## config.mk

```make
export PLATFORM = sky130hd
export DESIGN_NAME = sadc_ctrl
export DESIGN_NICKNAME = d
export VERILOG_FILES = /design/src/hdl/sadc_pkg.sv /design/src/hdl/sadc_tad_div.sv /design/src/hdl/sadc_ctrl.sv
export SDC_FILE = /design/constraint.sdc
export NUM_CORES = 1
export LEC_CHECK = 0
export BUFFER_PORTS_ARGS = -buffer_cell sky130_fd_sc_hd__buf_2
export CORE_ASPECT_RATIO = 0.8
export CORE_MARGIN = 1.5
export CORE_UTILIZATION = 52
export CTS_CLUSTER_SIZE = 16
export DETAILED_ROUTE_END_ITERATION = 7
export GPL_TIMING_DRIVEN = 0
export HOLD_SLACK_MARGIN = 0.06
export PLACE_DENSITY = 0.76
export SYNTH_ARGS = -nofsm -noshare
export SYNTH_HDL_FRONTEND = slang
export SYNTH_SLANG_ARGS = --single-unit
```

## constraint.sdc

```tcl
create_clock -name sys_clk -period 4.2 [get_ports sys_clk]
set_clock_uncertainty 0.1 [all_clocks]
set_input_delay 0.63 -clock sys_clk [delete_from_list [all_inputs] [get_ports sys_clk]]
set_output_delay 0.63 -clock sys_clk [all_outputs]
set_load 0.01 [all_outputs]
```

## src/hdl/sadc_pkg.sv

```systemverilog
package sadc_pkg;
	// Conversion clock select codes
	typedef enum logic [1:0] {
		SADC_DIV8 = 2'b00,
		SADC_DIV16 = 2'b01,
		SADC_DIV32 = 2'b10,
		SADC_DIV128 = 2'b11
	} sadc_clksel_t;
	// Controller states
	typedef enum logic [1:0] {
		SADC_IDLE = 2'b00,
		SADC_CONV = 2'b01,
		SADC_HOLDOFF = 2'b10
	} sadc_state_t;
	localparam int SADC_RES_W = 12;
	localparam logic [4:0] SADC_CH_REF12 = 5'h12;
	localparam logic [4:0] SADC_CH_MAX_PIN = 5'h11;
	localparam logic [5:0] SADC_CONV_PERIODS = 6'h31;
	localparam logic [5:0] SADC_FIRST_BIT_PERIOD = 6'h25;
	localparam logic [1:0] SADC_ABORT_PERIODS = 2'h2;
	localparam logic [7:0] SADC_DIV8_TC = 8'h07;
	localparam logic [7:0] SADC_DIV16_TC = 8'h0F;
	localparam logic [7:0] SADC_DIV32_TC = 8'h1F;
	localparam logic [7:0] SADC_DIV128_TC = 8'h7F;
	localparam logic [7:0] SADC_RESULT_RST = 8'h00;
endpackage

```

## src/hdl/sadc_tad_div.sv

```systemverilog
`timescale 1ns/1ps
`default_nettype none
// Divider producing one-cycle bit period enables
module sadc_tad_div (
	input wire logic sys_clk,
	input wire logic rst,
	input wire logic restart,
	input wire logic [1:0] clkSel,
	output logic tadTick
);
	logic [7:0] cnt_q, cnt_d;
	logic tick_q, tick_d;
	logic [7:0] termCount;

	always_comb begin
		case (clkSel)
			sadc_pkg::SADC_DIV8: termCount = sadc_pkg::SADC_DIV8_TC;
			sadc_pkg::SADC_DIV16: termCount = sadc_pkg::SADC_DIV16_TC;
			sadc_pkg::SADC_DIV32: termCount = sadc_pkg::SADC_DIV32_TC;
			default: termCount = sadc_pkg::SADC_DIV128_TC;
		endcase
	end

	always_comb begin
		cnt_d = cnt_q + 8'h01;
		tick_d = 1'b0;
		if (restart) begin
			cnt_d = 8'h00;
		end else if (cnt_q >= termCount) begin
			cnt_d = 8'h00;
			tick_d = 1'b1;
		end
	end

	always_ff @(posedge sys_clk) begin
		if (rst) begin
			cnt_q <= 8'h00;
			tick_q <= 1'b0;
		end else begin
			cnt_q <= cnt_d;
			tick_q <= tick_d;
		end
	end

	assign tadTick = tick_q;
endmodule
`default_nettype wire

```

## src/hdl/sadc_ctrl.sv

```systemverilog
`timescale 1ns/1ps
`default_nettype none
// What this block does
// - Produce a 12-bit successive approximation result into high and low registers
// - channel_select routes chosen analog input to sample-and-hold
// - Code 10010 selects the internal 1.2V reference
// - Conversion clock is system clock over 8, 16, 32 or 128
// - One bit per period; full conversion takes 49 periods
// - Done flag sets at every completion regardless of irq enable
// - Interrupt request when done flag and irq enable are both set
// - Align 0 stores left-aligned 12 bits, align 1 right-aligned 10 bits
// - Left form: bits 11..4 in high, bits 3..0 in low upper nibble
// - Right form: bits 11..10 in high low bits, 9..2 in low
// - Conversion starts only with converter on and a later go
// - Setting on and go together while off starts nothing
// - Go reads 1 while converting, cleared by hardware on completion
// - Completion clears go, sets flag and loads result together
// - Clearing go early aborts; result registers keep old contents
// - After abort resume sampling at once; wait 2 periods before next start
// - Reset disables converter and terminates any conversion
// - Converter does not operate in sleep mode
module sadc_ctrl (
	input wire logic sys_clk,
	input wire logic rst,
	input wire logic sleepMode,
	input wire logic ctrlWrite,
	input wire logic wrConverterOn,
	input wire logic wrConvertGo,
	input wire logic [4:0] wrChannelSelect,
	input wire logic [1:0] wrConvClockSelect,
	input wire logic wrResultAlign,
	input wire logic flagClear,
	input wire logic wrIrqEnable,
	input wire logic irqEnWrite,
	input wire logic cmpIn,
	output logic converterOn,
	output logic convertGo,
	output logic [4:0] channelSelect,
	output logic [1:0] convClockSelect,
	output logic resultAlign,
	output logic convDoneFlag,
	output logic convIrqEnable,
	output logic convIrq,
	output logic [7:0] resultHigh,
	output logic [7:0] resultLow,
	output logic sampleHold,
	output logic refSelect,
	output logic [4:0] pinSelect,
	output logic [11:0] dacTrial
);
	logic on_q, on_d, go_q, go_d, align_q, align_d, flag_q, flag_d;
	logic ie_q, ie_d, irq_q, irq_d, hold_q, hold_d, ref_q, ref_d;
	logic [4:0] ch_q, ch_d, pin_q, pin_d;
	logic [1:0] cks_q, cks_d, hcnt_q, hcnt_d;
	logic [7:0] rh_q, rh_d, rl_q, rl_d;
	logic [5:0] tcnt_q, tcnt_d;
	logic [11:0] sar_q, sar_d;
	logic [3:0] bit_q, bit_d;
	logic cmpS1_q, cmpS2_q;
	sadc_pkg::sadc_state_t st_q, st_d;
	logic tadTick, divRestart, startReq, doneEv;

	// Comparator decision synchroniser
	always_ff @(posedge sys_clk) begin
		if (rst) begin
			cmpS1_q <= 1'b0;
			cmpS2_q <= 1'b0;
		end else begin
			cmpS1_q <= cmpIn;
			cmpS2_q <= cmpS1_q;
		end
	end

	// Start needs converter already on
	// Only from idle, so a write during holdoff cannot restart the divider
	assign startReq = ctrlWrite && wrConvertGo && on_q && wrConverterOn && !go_q &&
		!sleepMode && (st_q == sadc_pkg::SADC_IDLE);
	assign divRestart = startReq;

	sadc_tad_div u_div (
		.sys_clk(sys_clk),
		.rst(rst),
		.restart(divRestart),
		.clkSel(cks_q),
		.tadTick(tadTick)
	);

	// Control, sequencing and result next state
	always_comb begin
		on_d = on_q;
		go_d = go_q;
		ch_d = ch_q;
		cks_d = cks_q;
		align_d = align_q;
		ie_d = ie_q;
		st_d = st_q;
		tcnt_d = tcnt_q;
		hcnt_d = hcnt_q;
		sar_d = sar_q;
		bit_d = bit_q;
		rh_d = rh_q;
		rl_d = rl_q;
		hold_d = hold_q;
		doneEv = 1'b0;
		if (ctrlWrite) begin
			on_d = wrConverterOn;
			ch_d = wrChannelSelect;
			cks_d = wrConvClockSelect;
			align_d = wrResultAlign;
			if (!wrConvertGo) begin
				go_d = 1'b0;
			end
		end
		if (irqEnWrite) begin
			ie_d = wrIrqEnable;
		end
		case (st_q)
			sadc_pkg::SADC_IDLE: begin
				hold_d = 1'b0;
				if (startReq) begin
					go_d = 1'b1;
					st_d = sadc_pkg::SADC_CONV;
					tcnt_d = 6'h00;
					sar_d = 12'h800;
					bit_d = 4'hB;
				end
			end
			sadc_pkg::SADC_CONV: begin
				if (!go_d || !on_d || sleepMode) begin
					go_d = 1'b0;
					st_d = sadc_pkg::SADC_HOLDOFF;
					hcnt_d = 2'h0;
					hold_d = 1'b0;
				end else if (tadTick) begin
					tcnt_d = tcnt_q + 6'h01;
					hold_d = (tcnt_q >= sadc_pkg::SADC_FIRST_BIT_PERIOD - 6'h01);
					// One successive approximation decision per period
					if (tcnt_q >= sadc_pkg::SADC_FIRST_BIT_PERIOD &&
						tcnt_q < sadc_pkg::SADC_CONV_PERIODS) begin
						sar_d[bit_q] = cmpS2_q;
						if (bit_q != 4'h0) begin
							sar_d[bit_q - 4'h1] = 1'b1;
							bit_d = bit_q - 4'h1;
						end
					end
					if (tcnt_q == sadc_pkg::SADC_CONV_PERIODS - 6'h01) begin
						// Clear go, set flag, load result together
						go_d = 1'b0;
						doneEv = 1'b1;
						hold_d = 1'b0;
						st_d = sadc_pkg::SADC_IDLE;
						if (align_q) begin
							rh_d = {6'h00, sar_d[11:10]};
							rl_d = sar_d[9:2];
						end else begin
							rh_d = sar_d[11:4];
							rl_d = {sar_d[3:0], 4'h0};
						end
					end
				end
			end
			sadc_pkg::SADC_HOLDOFF: begin
				if (tadTick) begin
					hcnt_d = hcnt_q + 2'h1;
					if (hcnt_q == sadc_pkg::SADC_ABORT_PERIODS - 2'h1) begin
						st_d = sadc_pkg::SADC_IDLE;
					end
				end
			end
			default: st_d = sadc_pkg::SADC_IDLE;
		endcase
	end

	// Flag set by completion; set wins over clear
	assign flag_d = doneEv ? 1'b1 : (flagClear ? 1'b0 : flag_q);
	assign irq_d = flag_d && ie_d;
	assign ref_d = (ch_d == sadc_pkg::SADC_CH_REF12);
	assign pin_d = (ch_d <= sadc_pkg::SADC_CH_MAX_PIN) ? ch_d : 5'h00;

	always_ff @(posedge sys_clk) begin
		if (rst) begin
			on_q <= 1'b0;
			go_q <= 1'b0;
			ch_q <= 5'h00;
			cks_q <= 2'h0;
			align_q <= 1'b0;
			ie_q <= 1'b0;
			flag_q <= 1'b0;
			irq_q <= 1'b0;
			st_q <= sadc_pkg::SADC_IDLE;
			tcnt_q <= 6'h00;
			hcnt_q <= 2'h0;
			sar_q <= 12'h000;
			bit_q <= 4'h0;
			rh_q <= sadc_pkg::SADC_RESULT_RST;
			rl_q <= sadc_pkg::SADC_RESULT_RST;
			hold_q <= 1'b0;
			ref_q <= 1'b0;
			pin_q <= 5'h00;
		end else begin
			on_q <= on_d;
			go_q <= go_d;
			ch_q <= ch_d;
			cks_q <= cks_d;
			align_q <= align_d;
			ie_q <= ie_d;
			flag_q <= flag_d;
			irq_q <= irq_d;
			st_q <= st_d;
			tcnt_q <= tcnt_d;
			hcnt_q <= hcnt_d;
			sar_q <= sar_d;
			bit_q <= bit_d;
			rh_q <= rh_d;
			rl_q <= rl_d;
			hold_q <= hold_d;
			ref_q <= ref_d;
			pin_q <= pin_d;
		end
	end

	// Outputs straight from flops
	assign converterOn = on_q;
	assign convertGo = go_q;
	assign channelSelect = ch_q;
	assign convClockSelect = cks_q;
	assign resultAlign = align_q;
	assign convDoneFlag = flag_q;
	assign convIrqEnable = ie_q;
	assign convIrq = irq_q;
	assign resultHigh = rh_q;
	assign resultLow = rl_q;
	assign sampleHold = hold_q;
	assign refSelect = ref_q;
	assign pinSelect = pin_q;
	assign dacTrial = sar_q;

	// Assertions
	// Combined enable and go never starts
	combined_no_start_a: assert property (@(posedge sys_clk) disable iff (rst)
		(ctrlWrite && !on_q && wrConverterOn && wrConvertGo) |=> !go_q)
		else $error("start while converter was off");
	start_sets_go_a: assert property (@(posedge sys_clk) disable iff (rst)
		startReq && st_q == sadc_pkg::SADC_IDLE |=> go_q)
		else $error("go not set on start");
	done_sets_flag_a: assert property (@(posedge sys_clk) disable iff (rst)
		doneEv |=> flag_q && !go_q)
		else $error("completion not signalled");
	flag_sticky_a: assert property (@(posedge sys_clk) disable iff (rst)
		flag_q && !flagClear |=> flag_q)
		else $error("flag cleared by hardware");
	irq_gate_a: assert property (@(posedge sys_clk) disable iff (rst)
		##1 convIrq == ($past(flag_d) && $past(ie_d)))
		else $error("interrupt mismatch");
	abort_keeps_a: assert property (@(posedge sys_clk) disable iff (rst)
		st_q == sadc_pkg::SADC_HOLDOFF |-> $stable(rh_q) && $stable(rl_q))
		else $error("result changed after abort");
	right_zero_a: assert property (@(posedge sys_clk) disable iff (rst)
		doneEv && align_q |=> rh_q[7:2] == 6'h00)
		else $error("right aligned high bits nonzero");
	left_zero_a: assert property (@(posedge sys_clk) disable iff (rst)
		doneEv && !align_q |=> rl_q[3:0] == 4'h0)
		else $error("left aligned low nibble nonzero");
	sleep_idle_a: assert property (@(posedge sys_clk) disable iff (rst)
		sleepMode && go_q |=> !go_q)
		else $error("converting in sleep");
	go_busy_a: assert property (@(posedge sys_clk) disable iff (rst)
		convertGo == (st_q == sadc_pkg::SADC_CONV))
		else $error("go does not match busy state");
	holdoff_wait_a: assert property (@(posedge sys_clk) disable iff (rst)
		$rose(st_q == sadc_pkg::SADC_HOLDOFF) |-> (st_q == sadc_pkg::SADC_HOLDOFF) [*8])
		else $error("holdoff ended early");
	holdoff_ends_a: assert property (@(posedge sys_clk) disable iff (rst)
		$rose(st_q == sadc_pkg::SADC_HOLDOFF) |-> ##[1:260] st_q == sadc_pkg::SADC_IDLE)
		else $error("holdoff did not end");
	conv_done_c: cover property (@(posedge sys_clk) disable iff (rst) doneEv);
	abort_c: cover property (@(posedge sys_clk) disable iff (rst)
		st_q == sadc_pkg::SADC_HOLDOFF);
	irq_c: cover property (@(posedge sys_clk) disable iff (rst) convIrq);
endmodule
`default_nettype wire

```

==> results of run 1 <==
-- layout make-up --
cell class                      count  area (um2)
Clock inverter                      6       97.59
Timing Repair Buffer               64       320.3
Buffer                             29       138.9
Clock buffer                       10       137.6
Inverter                           16       60.06
Tap cell                           87       108.9
Sequential cell                    73        1461
Fill cell                         620        2530
Multi-Input combinational cell    319        2105
-- layout by cell type, fill, tap and decap left out, types with 5 or more instances in the layout --
| master | instances |
|---|---|
| dfxtp_1 | 73 |
| buf_2 | 72 |
| nor2_1 | 46 |
| a21oi_1 | 32 |
| nand2_1 | 31 |
| nand3_1 | 29 |
| nor3_1 | 19 |
| inv_1 | 16 |
| ha_1 | 15 |
| clkbuf_1 | 14 |
| mux2i_1 | 10 |
| clkbuf_8 | 10 |
| o21ai_0 | 9 |
| nand2b_1 | 8 |
| a22oi_1 | 8 |
| xor2_1 | 8 |
| nor2b_1 | 7 |
| nand4_1 | 7 |
| a31oi_1 | 5 |
-- state kept, by name (all words and copies together), names as in the netlist, 4 cells and up --
| name | count |
|---|---|
| dacTrial | 12 |
| resultHigh | 8 |
| resultLow | 8 |
| u_div.cnt_q | 8 |
| tcnt_q | 6 |
| channelSelect | 5 |
| pinSelect | 5 |
| bit_q | 4 |
-- power by group through the flow --
stage	Clock [uW]	Combinational, uW	Sequential, uW
after detailed placement	0	81.8	729
after CTS	656	82.1	713
after global routing	683	90.2	715
after floorplan	0	45.9	732
final	646	82.1	713
after global placement	0	79.6	729
-- stage by stage --
| stage | cell area [um2] | cells | worst slack [ns] | total power [uW] | hold WS [ns] |
|---|---|---|---|---|---|
| 6_report | 4429 | 604 | 1.513 | 1441 | 0.3659 |
| 5_1_grt | 4429 | 604 | 1.333 | 1488 | 0.3837 |
| 4_1_cts | 4429 | 604 | 1.574 | 1451 | 0.3651 |
| 3_5_place_dp | 4194 | 588 | 1.585 | 810.9 | 0.3516 |
| 3_3_place_gp | 4194 | 588 | 1.598 | 808.1 | 0.3208 |
| 2_1_floorplan | 3765 | 437 | 2.062 | 777.6 | 0.3132 |
-- cells by family (layout without fill, tap and decap cells) --
logic type	count (synthesis)	after routing	synth area share [%]
fa+ha+maj	15	15	4.985
simple gates	178	178	24.73
mux	13	13	3.556
xor+xnor	12	12	2.792
compound gates	101	101	19.84
buf+inv	45	125	5.284
flops	73	73	38.82
-- worst max path at each step --
stage	start	endpoint	slack, ns	cells past startpoint
3_5_place_dp	bit_q[0]	resultHigh[1]	1.58	10
4_1_cts	bit_q[0]	resultHigh[1]	1.57	10
2_1_floorplan	bit_q[0]	resultHigh[0]	2.06	10
3_3_place_gp	bit_q[0]	resultHigh[1]	1.60	11
5_1_grt	bit_q[0]	dacTrial[11]	1.33	11
6_report	bit_q[0]	resultHigh[1]	1.51	11
-- worst reg2reg max path: stages (launching register included) --
cell and delay (ns):
dfxtp_1 0.34, buf_2 0.17, inv_1 0.11, ha_1 0.15, clkbuf_1 0.29, buf_2 0.30, nand2_1 0.12, o21ai_0 0.20
a41oi_1 0.17, a21oi_1 0.35, nor2_1 0.09, nor4_1 0.21
-- routing by layer --
metal / global-route usage (%) / vias to the layer above
li1: - / 1717
met1: 37.94 / 1701
met2: 42.41 / 143
met3: 6.338 / 18
met4: 7.606 / 0
met5: 0 / -
==> summary.md, run 1 <==
| Metric | Value |
|---|---|
| Maxcap violations | 0 |
| Total track usage | 27.21% |
| Hold_buf cts | 0 |
| Nets | 545 |
| Post-synth EDFFs | 0 |
| Synth cell count leaders | dfxtp_1 (73), nor2_1 (46), a21oi_1 (32) |
| Worst path required time | 4.37 ns |
| Vias per inst | 5.925 |
| Final ANT Viol Nets | 0 |
| Critical hold path startpoint | u_div.cnt_q[0] |
| Combinational Power Share | 5.7% |
| RSZ-0062 raised after global routing | false |
| Seq pwr share | 49.5% |
| Worst path slowest cell | a21oi_1 |
| Top post-synthesis cells by area | dfxtp_1 (39%), ha_1 (5.0%), nor2_1 (4.6%), a21oi_1 (4.3%), nand3_1 (3.9%) |
| Max_slew headroom | 54.09% |
| DPL Wire Length | 7567 um |
| Clock Path Buffers | 2 |
| DR WL/cell | 16.93 um |
| Synth Cell Area | 0.003765 mm2 |
| Sequential element share of the synthesized area | 38.82% |
| Crit end category | register |
| Antenna fix cells | 0 |
| Metal2 WL | 4464 um |
| Crit share post-route | 63.97% |
| Area leader, netlist | dfxtp_1 |
| Fin. max-slew vios | 0 |
| Outcome | finished, final reports clean |
| NetSw | 346.7 uW |
| R2r setup slk | 1.51 ns |
| Internal | 1094 uW |
| Final setup viols | 0 |
| Global-route wire length before repair | 16730 um |
| Worst VDD drop | 0.0002310 V |
| Worst Path Arrival | 2.85 ns |
| Critical-path maximum fanout | 10 |
| Flops & latches, synth | 73 |
| Max layer used | met4 |
| CP startpoint kind | register |
| Worst skew pair latency | 0.35 ns |
| Post-Synthesis Cells | 437 |
| Sink Count | 73 |
| Critical path, cell by cell | buf_2 -> inv_1 -> ha_1 -> clkbuf_1 -> buf_2 -> nand2_1 -> o21ai_0 -> a41oi_1 -> a21oi_1 -> nor2_1 -> nor4_1 |
| Worst path top cell family by delay | buffers and inverters |
| I/O Buffers | 64 |
| Hold Path End | u_div.cnt_q[0] |
| DRT iter0 DRCs | 254 |
| Reg2reg start | bit_q[0] |
| Die area | 0.007763 mm2 |
| Critical R2R Capture | resultHigh[1] |
| Cts bufs inserted | 9 |
| Syn nets | 470 |
| Crit Path Category | reg -> reg |
| Least-Margin Pin Slew | 0.6886 ns |
| Pwr per Cell Area | 325.3 mW/mm2 |
| Chip Height | 79.11 um |
| Sum of negative setup slack | 0 ns |
| Reg clk slew, reported paths | 0.08 ns |
| Switching part of the total | 24.06% |
| WL met1 | 4724 um |
| Initial antenna violation count | 0 |
| Worst Hold Class | reg -> reg |
| Final core occ | 63.65% |
| Largest net degree at the start of global routing | 15 |
| Async S/R FF share, synth | 0% |
| RePlAce Congestion | 0.9385 |
| Synth unique cells | 70 |
| Most numerous cell in the Yosys netlist | dfxtp_1 |
| Number of core rows | 27 |
| Vias in the first global route | 3401 |
| CTS tree | done |
| Crit path top cell by count | buf_2 |
| Root Buffer | clkbuf_8 |
| Share of the synthesized area in the top cell type | 38.82% |
| I/O pin total | 66 |
| DR vias | 3579 |
| CP peak stage delay | 0.35 ns |
| Core box area | 0.006959 mm2 |
| Clk pwr share | 44.8% |
| Area growth syn-to-layout | 17.65% |
| Tmin final | 2.687 ns |
| Initial Util | 54.10% |
| Buf+Inv Stages, Crit Path | 4 |
| Lkg Pwr | 0.001777 uW |
| Hold Crit Depth | 1 |
| # resized after CTS | 0 |
| FF-to-FF path depth | 11 |
| Buffer count from post-CTS setup fixing | 0 |
| DRC | 0 |
| Ys Warns | 0 |
| CTS H-tree depth | 3 |
| Syn avg cell area | 8.615 um2 |
| Layout cells sized above 1 | 22.05% |
| Final hold violations | 0 |
| Die width | 98.13 um |
| TritonRoute pass-1 iters | 4 |
| Maximum clock rate | 0.3722 GHz |
| Met3 WL | 883 um |
| Gr ovfl total | 0 |
| Total Wirelength | 10230 um |
| Top_reg_cell synth | dfxtp_1 |
Note: power is estimated with default switching activity, not from simulation.
==> run 2, diff against run 1 <==
--- a/config.mk
+++ b/config.mk
@@ -5,6 +5,7 @@
 export SDC_FILE = /design/constraint.sdc
 export NUM_CORES = 1
 export LEC_CHECK = 0
+export ABC_AREA = 1
 export BUFFER_PORTS_ARGS = -buffer_cell sky130_fd_sc_hd__buf_2
 export CORE_ASPECT_RATIO = 0.8
 export CORE_MARGIN = 1.5
==> constraint.sdc (replaced) <==
create_clock -name sys_clk -period 2.77 [get_ports sys_clk]
set_clock_uncertainty 0.1 [all_clocks]
set_input_delay 0.4155 -clock sys_clk [delete_from_list [all_inputs] [get_ports sys_clk]]
set_output_delay 0.4155 -clock sys_clk [all_outputs]
set_load 0.01 [all_outputs]
==> summary.md, run 2 <==
| Metric | Value |
|---|---|
| Worst skew pair latency | 0.36 ns (about the same) |
| Sequential element share of the synthesized area | 39.27% (+0.46 points) |
| Reg clk slew, reported paths | 0.08 ns (about the same) |
| Lkg Pwr | 0.002078 uW (+17%) |
| Antenna fix cells | 0 (unchanged) |
| TritonRoute pass-1 iters | 5 (+1) |
| Final ANT Viol Nets | 0 (unchanged) |
| Synth unique cells | 36 (-49%) |
| Buffer count from post-CTS setup fixing | 0 (unchanged) |
| Total track usage | 26.71% (-0.50 points) |
| Hold Path End | cmpS1_q |
| Reg2reg start | bit_q[0] |
| Most numerous cell in the Yosys netlist | nand2_1 |
| I/O pin total | 66 (unchanged) |
| Chip Height | 78.66 um (-0.56%) |
| R2r setup slk | 0.60 ns (-0.92 ns) |
| Top post-synthesis cells by area | dfxtp_1 (39%), nand2_1 (15%), nand3_1 (7.3%), nor2_1 (5.5%), a21oi_1 (5.5%) |
| DR vias | 3685 (+3.0%) |
| Final hold violations | 0 (unchanged) |
| Hold Crit Depth | 3 (+2) |
| Synth cell count leaders | nand2_1 (144), dfxtp_1 (73), nor2_1 (55) |
| Syn avg cell area | 6.968 um2 (-19%) |
| Worst Path Arrival | 2.39 ns (-0.46 ns) |
| Maximum clock rate | 0.4600 GHz (+24%) |
| Nets | 643 (+18%) |
| Pwr per Cell Area | 482.0 mW/mm2 (+48%) |
| # resized after CTS | 0 (unchanged) |
| Layout cells sized above 1 | 19.02% (-3.0 points) |
| Initial antenna violation count | 0 (unchanged) |
| Crit Path Category | reg -> reg |
| Post-Synthesis Cells | 534 (+22%) |
| Worst Hold Class | in -> reg |
| Most common cell after layout, fill and taps aside | nand2_1 |
| FF-to-FF path depth | 13 (+2) |
| Fillcell total | 642 (+3.5%) |
| Hold_buf cts | 0 (unchanged) |
| Post-synth EDFFs | 0 (unchanged) |
| Max reg flops | 12 (unchanged) |
| Outcome | finished, final reports clean |
| RePlAce Congestion | 0.9224 (-1.7%) |
| Cts bufs inserted | 9 (unchanged) |
| Top_reg_cell synth | dfxtp_1 |
| Area leader, netlist | dfxtp_1 |
| Gr ovfl total | 0 (unchanged) |
| Initial Util | 53.99% (-0.11 points) |
| DPL Wire Length | 7327 um (-3.2%) |
| Flops & latches, synth | 73 (unchanged) |
| Commonest non-fill, non-tap cells in the layout | nand2_1 (144), dfxtp_1 (73), buf_2 (71) |
| Root Buffer | clkbuf_8 |
| Share of the synthesized area in the top cell type | 39.27% (+0.46 points) |
| Final setup viols | 0 (unchanged) |
| Vias per inst | 5.249 (-11%) |
| I/O Buffers | 65 (+1.6%) |
| Synth Cell Area | 0.003721 mm2 (-1.2%) |
| Ys Warns | 0 (unchanged) |
| Sink Count | 73 (unchanged) |
| Worst VDD drop | 0.0004154 V (+80%) |
| Number of core rows | 27 (unchanged) |
| Syn nets | 567 (+21%) |
| Crit end category | register |
| Fin. max-slew vios | 0 (unchanged) |
| Async S/R FF share, synth | 0% (unchanged) |
| CP startpoint kind | register |
| Core box area | 0.006892 mm2 (-0.97%) |
| Worst path required time | 2.98 ns (-1.39 ns) |
| Total Wirelength | 9857 um (-3.6%) |
| RSZ-0062 raised after global routing | false |
| Max_slew headroom | 54.30% (+0.21 points) |
| Area growth syn-to-layout | 17.35% |
| Critical R2R Capture | resultLow[6] |
| CTS tree | done |
| Maxcap violations | 0 (unchanged) |
| Die width | 97.58 um (-0.57%) |
| Critical-path maximum fanout | 6 (-4) |
| Least-Margin Pin Slew | 0.6855 ns (-0.003166 ns) |
| Sum of negative setup slack | 0 ns (unchanged) |
| Tmin final | 2.174 ns (-0.5126 ns) |
| DRT iter0 DRCs | 318 (+25%) |
| Critical hold path startpoint | cmpIn |
| Clock Path Buffers | 2 (unchanged) |
| WHS | 0.1638 ns (-0.2021 ns) |
| DRC | 0 (unchanged) |
| Die area | 0.007675 mm2 (-1.1%) |
| Vias in the first global route | 3339 (-1.8%) |
| CTS H-tree depth | 3 (unchanged) |
| Crit share post-route | 78.49% (+15 points) |
| Largest net degree at the start of global routing | 14 (-1) |
| DR WL/cell | 14.04 um (-17%) |
| Global-route wire length before repair | 16230 um (-3.0%) |
==> run 2: routing by layer <==
layer  GRT usage [%]  wire [um]  vias up
met4           7.143        104        0
li1                -          -     1859
met2           39.24       4242      137
met1           38.93       4760     1677
met5               0          0        -
met3           6.589        749       12
==> run 2: final cells by class <==
cell class | count | area (um2) | area share (%)
tap | 87 | 108.9 | 2.493
sequential | 73 | 1461 | 33.47
clock inverter | 5 | 60.06 | 1.375
multi-input combinational | 384 | 1933 | 44.27
inverter | 60 | 229.0 | 5.244
buffer | 17 | 97.59 | 2.235
clock buffer | 11 | 151.4 | 3.467
timing repair buffer | 65 | 325.3 | 7.450
==> run 2: cells by family (layout without fill, tap and decap cells) <==
| family | Yosys count | after routing | synth area share [%] |
|---|---|---|---|
| multiplexers | 4 | 4 | 1.076 |
| buffers and inverters | 77 | 158 | 8.776 |
| AO/OA/AOI/OAI | 68 | 68 | 9.785 |
| AND/OR/NAND/NOR | 289 | 289 | 34.16 |
| adder cells (fa/ha/maj) | 15 | 15 | 5.044 |
| flip-flops | 73 | 73 | 39.27 |
| XOR/XNOR | 8 | 8 | 1.883 |
==> run 2: report_power, final <==
part | switching, uW | total, uW | internal [uW]
logic | 83.3 | 129 | 46.0
registers | 11.9 | 1080 | 1070
clock network | 424 | 894 | 470
==> run 2: worst max-delay path by stage <==
stage / endpoint / depth (start not counted) / from
4_1_cts: resultHigh[4] / 11 / bit_q[0]
5_1_grt: resultLow[6] / 13 / bit_q[0]
3_5_place_dp: resultLow[6] / 13 / bit_q[0]
2_1_floorplan: u_div.cnt_q[0] / 7 / convClockSelect[1]
6_report: resultLow[6] / 13 / bit_q[0]
3_3_place_gp: resultLow[6] / 13 / bit_q[0]
==> run 2: worst max-delay path, stage by stage, from the launching register on <==
cell	delay (ns)
dfxtp_1	0.43
inv_1	0.13
ha_1	0.28
inv_1	0.10
nand2_1	0.05
nand2_1	0.17
inv_1	0.14
nor2_1	0.17
nand2_1	0.07
nand2_1	0.17
nand3_1	0.12
nand3_1	0.08
nand2_1	0.05
inv_1	0.06
==> run 2: per-stage QoR <==
stage	power, uW	instances	util [%]	setup WS [ns]	cell area (um2)
2_1_floorplan	1182	534	-	1.025	3721
3_3_place_gp	1230	686	60.29	0.6932	4155
3_5_place_dp	1235	686	60.29	0.6716	4155
4_1_cts	2118	702	63.36	0.6552	4367
5_1_grt	2172	702	63.36	0.3804	4367
6_report	2105	702	63.36	0.5960	4367
==> run 3, diff against run 2 <==
--- a/config.mk
+++ b/config.mk
@@ -9,7 +9,7 @@
 export BUFFER_PORTS_ARGS = -buffer_cell sky130_fd_sc_hd__buf_2
 export CORE_ASPECT_RATIO = 0.8
 export CORE_MARGIN = 1.5
-export CORE_UTILIZATION = 52
+export CORE_UTILIZATION = 50
 export CTS_CLUSTER_SIZE = 16
 export DETAILED_ROUTE_END_ITERATION = 7
 export GPL_TIMING_DRIVEN = 0
==> constraint.sdc (replaced) <==
create_clock -name sys_clk -period 2 [get_ports sys_clk]
set_clock_uncertainty 0.1 [all_clocks]
set_input_delay 0.3 -clock sys_clk [delete_from_list [all_inputs] [get_ports sys_clk]]
set_output_delay 0.3 -clock sys_clk [all_outputs]
set_load 0.01 [all_outputs]
==> summary.md, run 3 (synthesized netlist as in run 2, its figures left out) <==
| Metric | Value |
|---|---|
| TritonRoute pass-1 iters | 5 (unchanged) |
| Core box area | 0.007027 mm2 (+2.0%) |
| Gr ovfl total | 0 (unchanged) |
| Antenna fix cells | 0 (unchanged) |
| Worst VDD drop | 0.0005655 V (+36%) |
| Tmin final | 1.902 ns (-0.2724 ns) |
| Chip Height | 80.16 um (+1.9%) |
| Maximum clock rate | 0.5259 GHz (+14%) |
| Critical-path maximum fanout | 10 (+4) |
| CP peak stage delay | 0.36 ns (-0.07 ns) |
| Area of placed instances | 0.004155 mm2 (unchanged) |
| Vias in the first global route | 3490 (+4.5%) |
| WHS | 0.1191 ns (-0.04466 ns) |
| Total track usage | 26.73% (about the same) |
| Reg clk slew, reported paths | 0.08 ns (about the same) |
| Initial antenna violation count | 0 (unchanged) |
| Most common cell after layout, fill and taps aside | nand2_1 |
| Max reg flops | 12 (unchanged) |
| Outcome | finished, final reports clean |
| Global-route wire length before repair | 16550 um (+2.0%) |
| Max_slew headroom | 52.31% (-2.0 points) |
| Final ANT Viol Nets | 0 (unchanged) |
| Worst Path Arrival | 2.01 ns (-0.38 ns) |
| DR WL/cell | 14.41 um (+2.6%) |
| Area growth syn-to-layout | 19.10% |
| Crit Path Category | reg -> reg |
| Final setup viols | 0 (unchanged) |
| Crit share post-route | 95.08% (+17 points) |
| Die width | 99.45 um (+1.9%) |
| Largest net degree at the start of global routing | 15 (+1) |
| Worst path required time | 2.11 ns (-0.87 ns) |
| Final hold violations | 0 (unchanged) |
| CTS tree | done |
| Maxcap violations | 0 (unchanged) |
| I/O pin total | 66 (unchanged) |
| Critical path, cell by cell | inv_1 -> ha_1 -> nand3b_1 -> nand2_1 -> nand2_4 -> buf_4 -> or2_2 -> nand3_1 -> a21oi_1 |
| Number of core rows | 27 (unchanged) |
| Clock Path Buffers | 2 (unchanged) |
| Total Wirelength | 10130 um (+2.8%) |
| Vias per inst | 5.378 (+2.5%) |
| DRT iter0 DRCs | 332 (+4.4%) |
| CTS H-tree depth | 3 (unchanged) |
| Die area | 0.007972 mm2 (+3.9%) |
| Final Cell Area | 0.004432 mm2 (+1.5%) |
| Layout cells sized above 1 | 21.27% (+2.2 points) |
| Fin. max-slew vios | 0 (unchanged) |
| Lkg Pwr | 0.002091 uW (+0.64%) |
| Crit end category | register |
| Worst Hold Class | in -> reg |
| Least-Margin Pin Slew | 0.7154 ns (+0.02992 ns) |
| Sink Count | 73 (unchanged) |
| Worst path slowest cell | dfxtp_2 |
| DR vias | 3781 (+2.6%) |
| Final Total Pwr | 2919 uW (+39%) |
| DRC | 0 (unchanged) |
| DPL Wire Length | 7541 um (+2.9%) |
| RePlAce Congestion | 0.9547 (+3.5%) |
| Worst skew pair latency | 0.36 ns (about the same) |
| Nets | 644 (+0.16%) |
| Cts bufs inserted | 9 (unchanged) |
| Commonest non-fill, non-tap cells in the layout | nand2_1 (139), buf_2 (70), dfxtp_1 (69) |
| I/O Buffers | 65 (unchanged) |
| Initial Util | 52.96% (-1.0 points) |
| Pwr per Cell Area | 658.7 mW/mm2 (+37%) |
| CP startpoint kind | register |
| Root Buffer | clkbuf_8 |
-- run 3: changes by cell type in the layout (fill, tap and decap cells not counted), sizes merged --
cell	change
clkbuf	-2
clkinv	+1
dlygate4sd3	+2
clkinvlp	-1
inv	+1
-- run 3: worst paths after layout --
| kind | startpoint | end | slack [ns] | depth (start not counted) |
|---|---|---|---|---|
| worst max-delay path | tcnt_q[1] | resultLow[5] | 0.1 | 9 |
| worst min register to register | cmpS1_q | cmpS2_q | 0.31 | 2 |
| worst max register to register | tcnt_q[1] | resultLow[5] | 0.1 | 9 |
| worst min-delay path | flagClear | convDoneFlag | 0.12 | 3 |
-- run 3: area by class of cell --
cell class / instances / area [um2]
fill: 611 / 2595
multi-input combinational: 384 / 1973
sequential: 73 / 1469
timing repair buffer: 67 / 345.3
inverter: 60 / 229.0
clock buffer: 10 / 137.6
tap: 87 / 108.9
buffer: 16 / 96.34
clock inverter: 6 / 72.57
-- run 3: power by group --
part	total (uW)	switching [uW]	internal (uW)	leakage, uW
combinational	183	116	67.0	0.00139
sequential	1500	16.8	1480	0.000594
clock	1240	612	628	0.000109
-- run 3: metrics by stage --
step | TNS [ns] | setup WS, ns | util, % | cells
detailed placement | -0.5607 | -0.1424 | 59.13 | 686
global placement | -0.2850 | -0.1037 | 59.13 | 686
floorplan | 0 | 0.2554 | - | 534
CTS | 0 | 0.002174 | 62.43 | 703
global route | -0.01013 | -0.01013 | 63.07 | 703
finish | 0 | 0.09832 | 63.07 | 703
-- run 3: critical path, delay by kind of cell, from the launching register on --
| family | cells | cell delay, ns |
|---|---|---|
| simple gates | 5 | 0.79 |
| flops | 1 | 0.36 |
| buf+inv | 2 | 0.26 |
| fa+ha+maj | 1 | 0.17 |
| compound gates | 1 | 0.08 |
-- run 3: repair_timing --
item / CTS / global route
hold endpoints to repair: 2 / 0
hold buffers: 2 / 0
gates resized for setup: 3 / 18
endpoints found under the setup margin: 10 / 21
buffers inserted: 0 / 0
-- run 3: metal layers --
metal | global-route usage [%] | up-vias | wire [um]
met5 | 0 | - | 0
met4 | 6.761 | 0 | 112
met3 | 8.964 | 12 | 1021
met2 | 42.53 | 184 | 4479
met1 | 34.98 | 1720 | 4519
li1 | - | 1865 | -
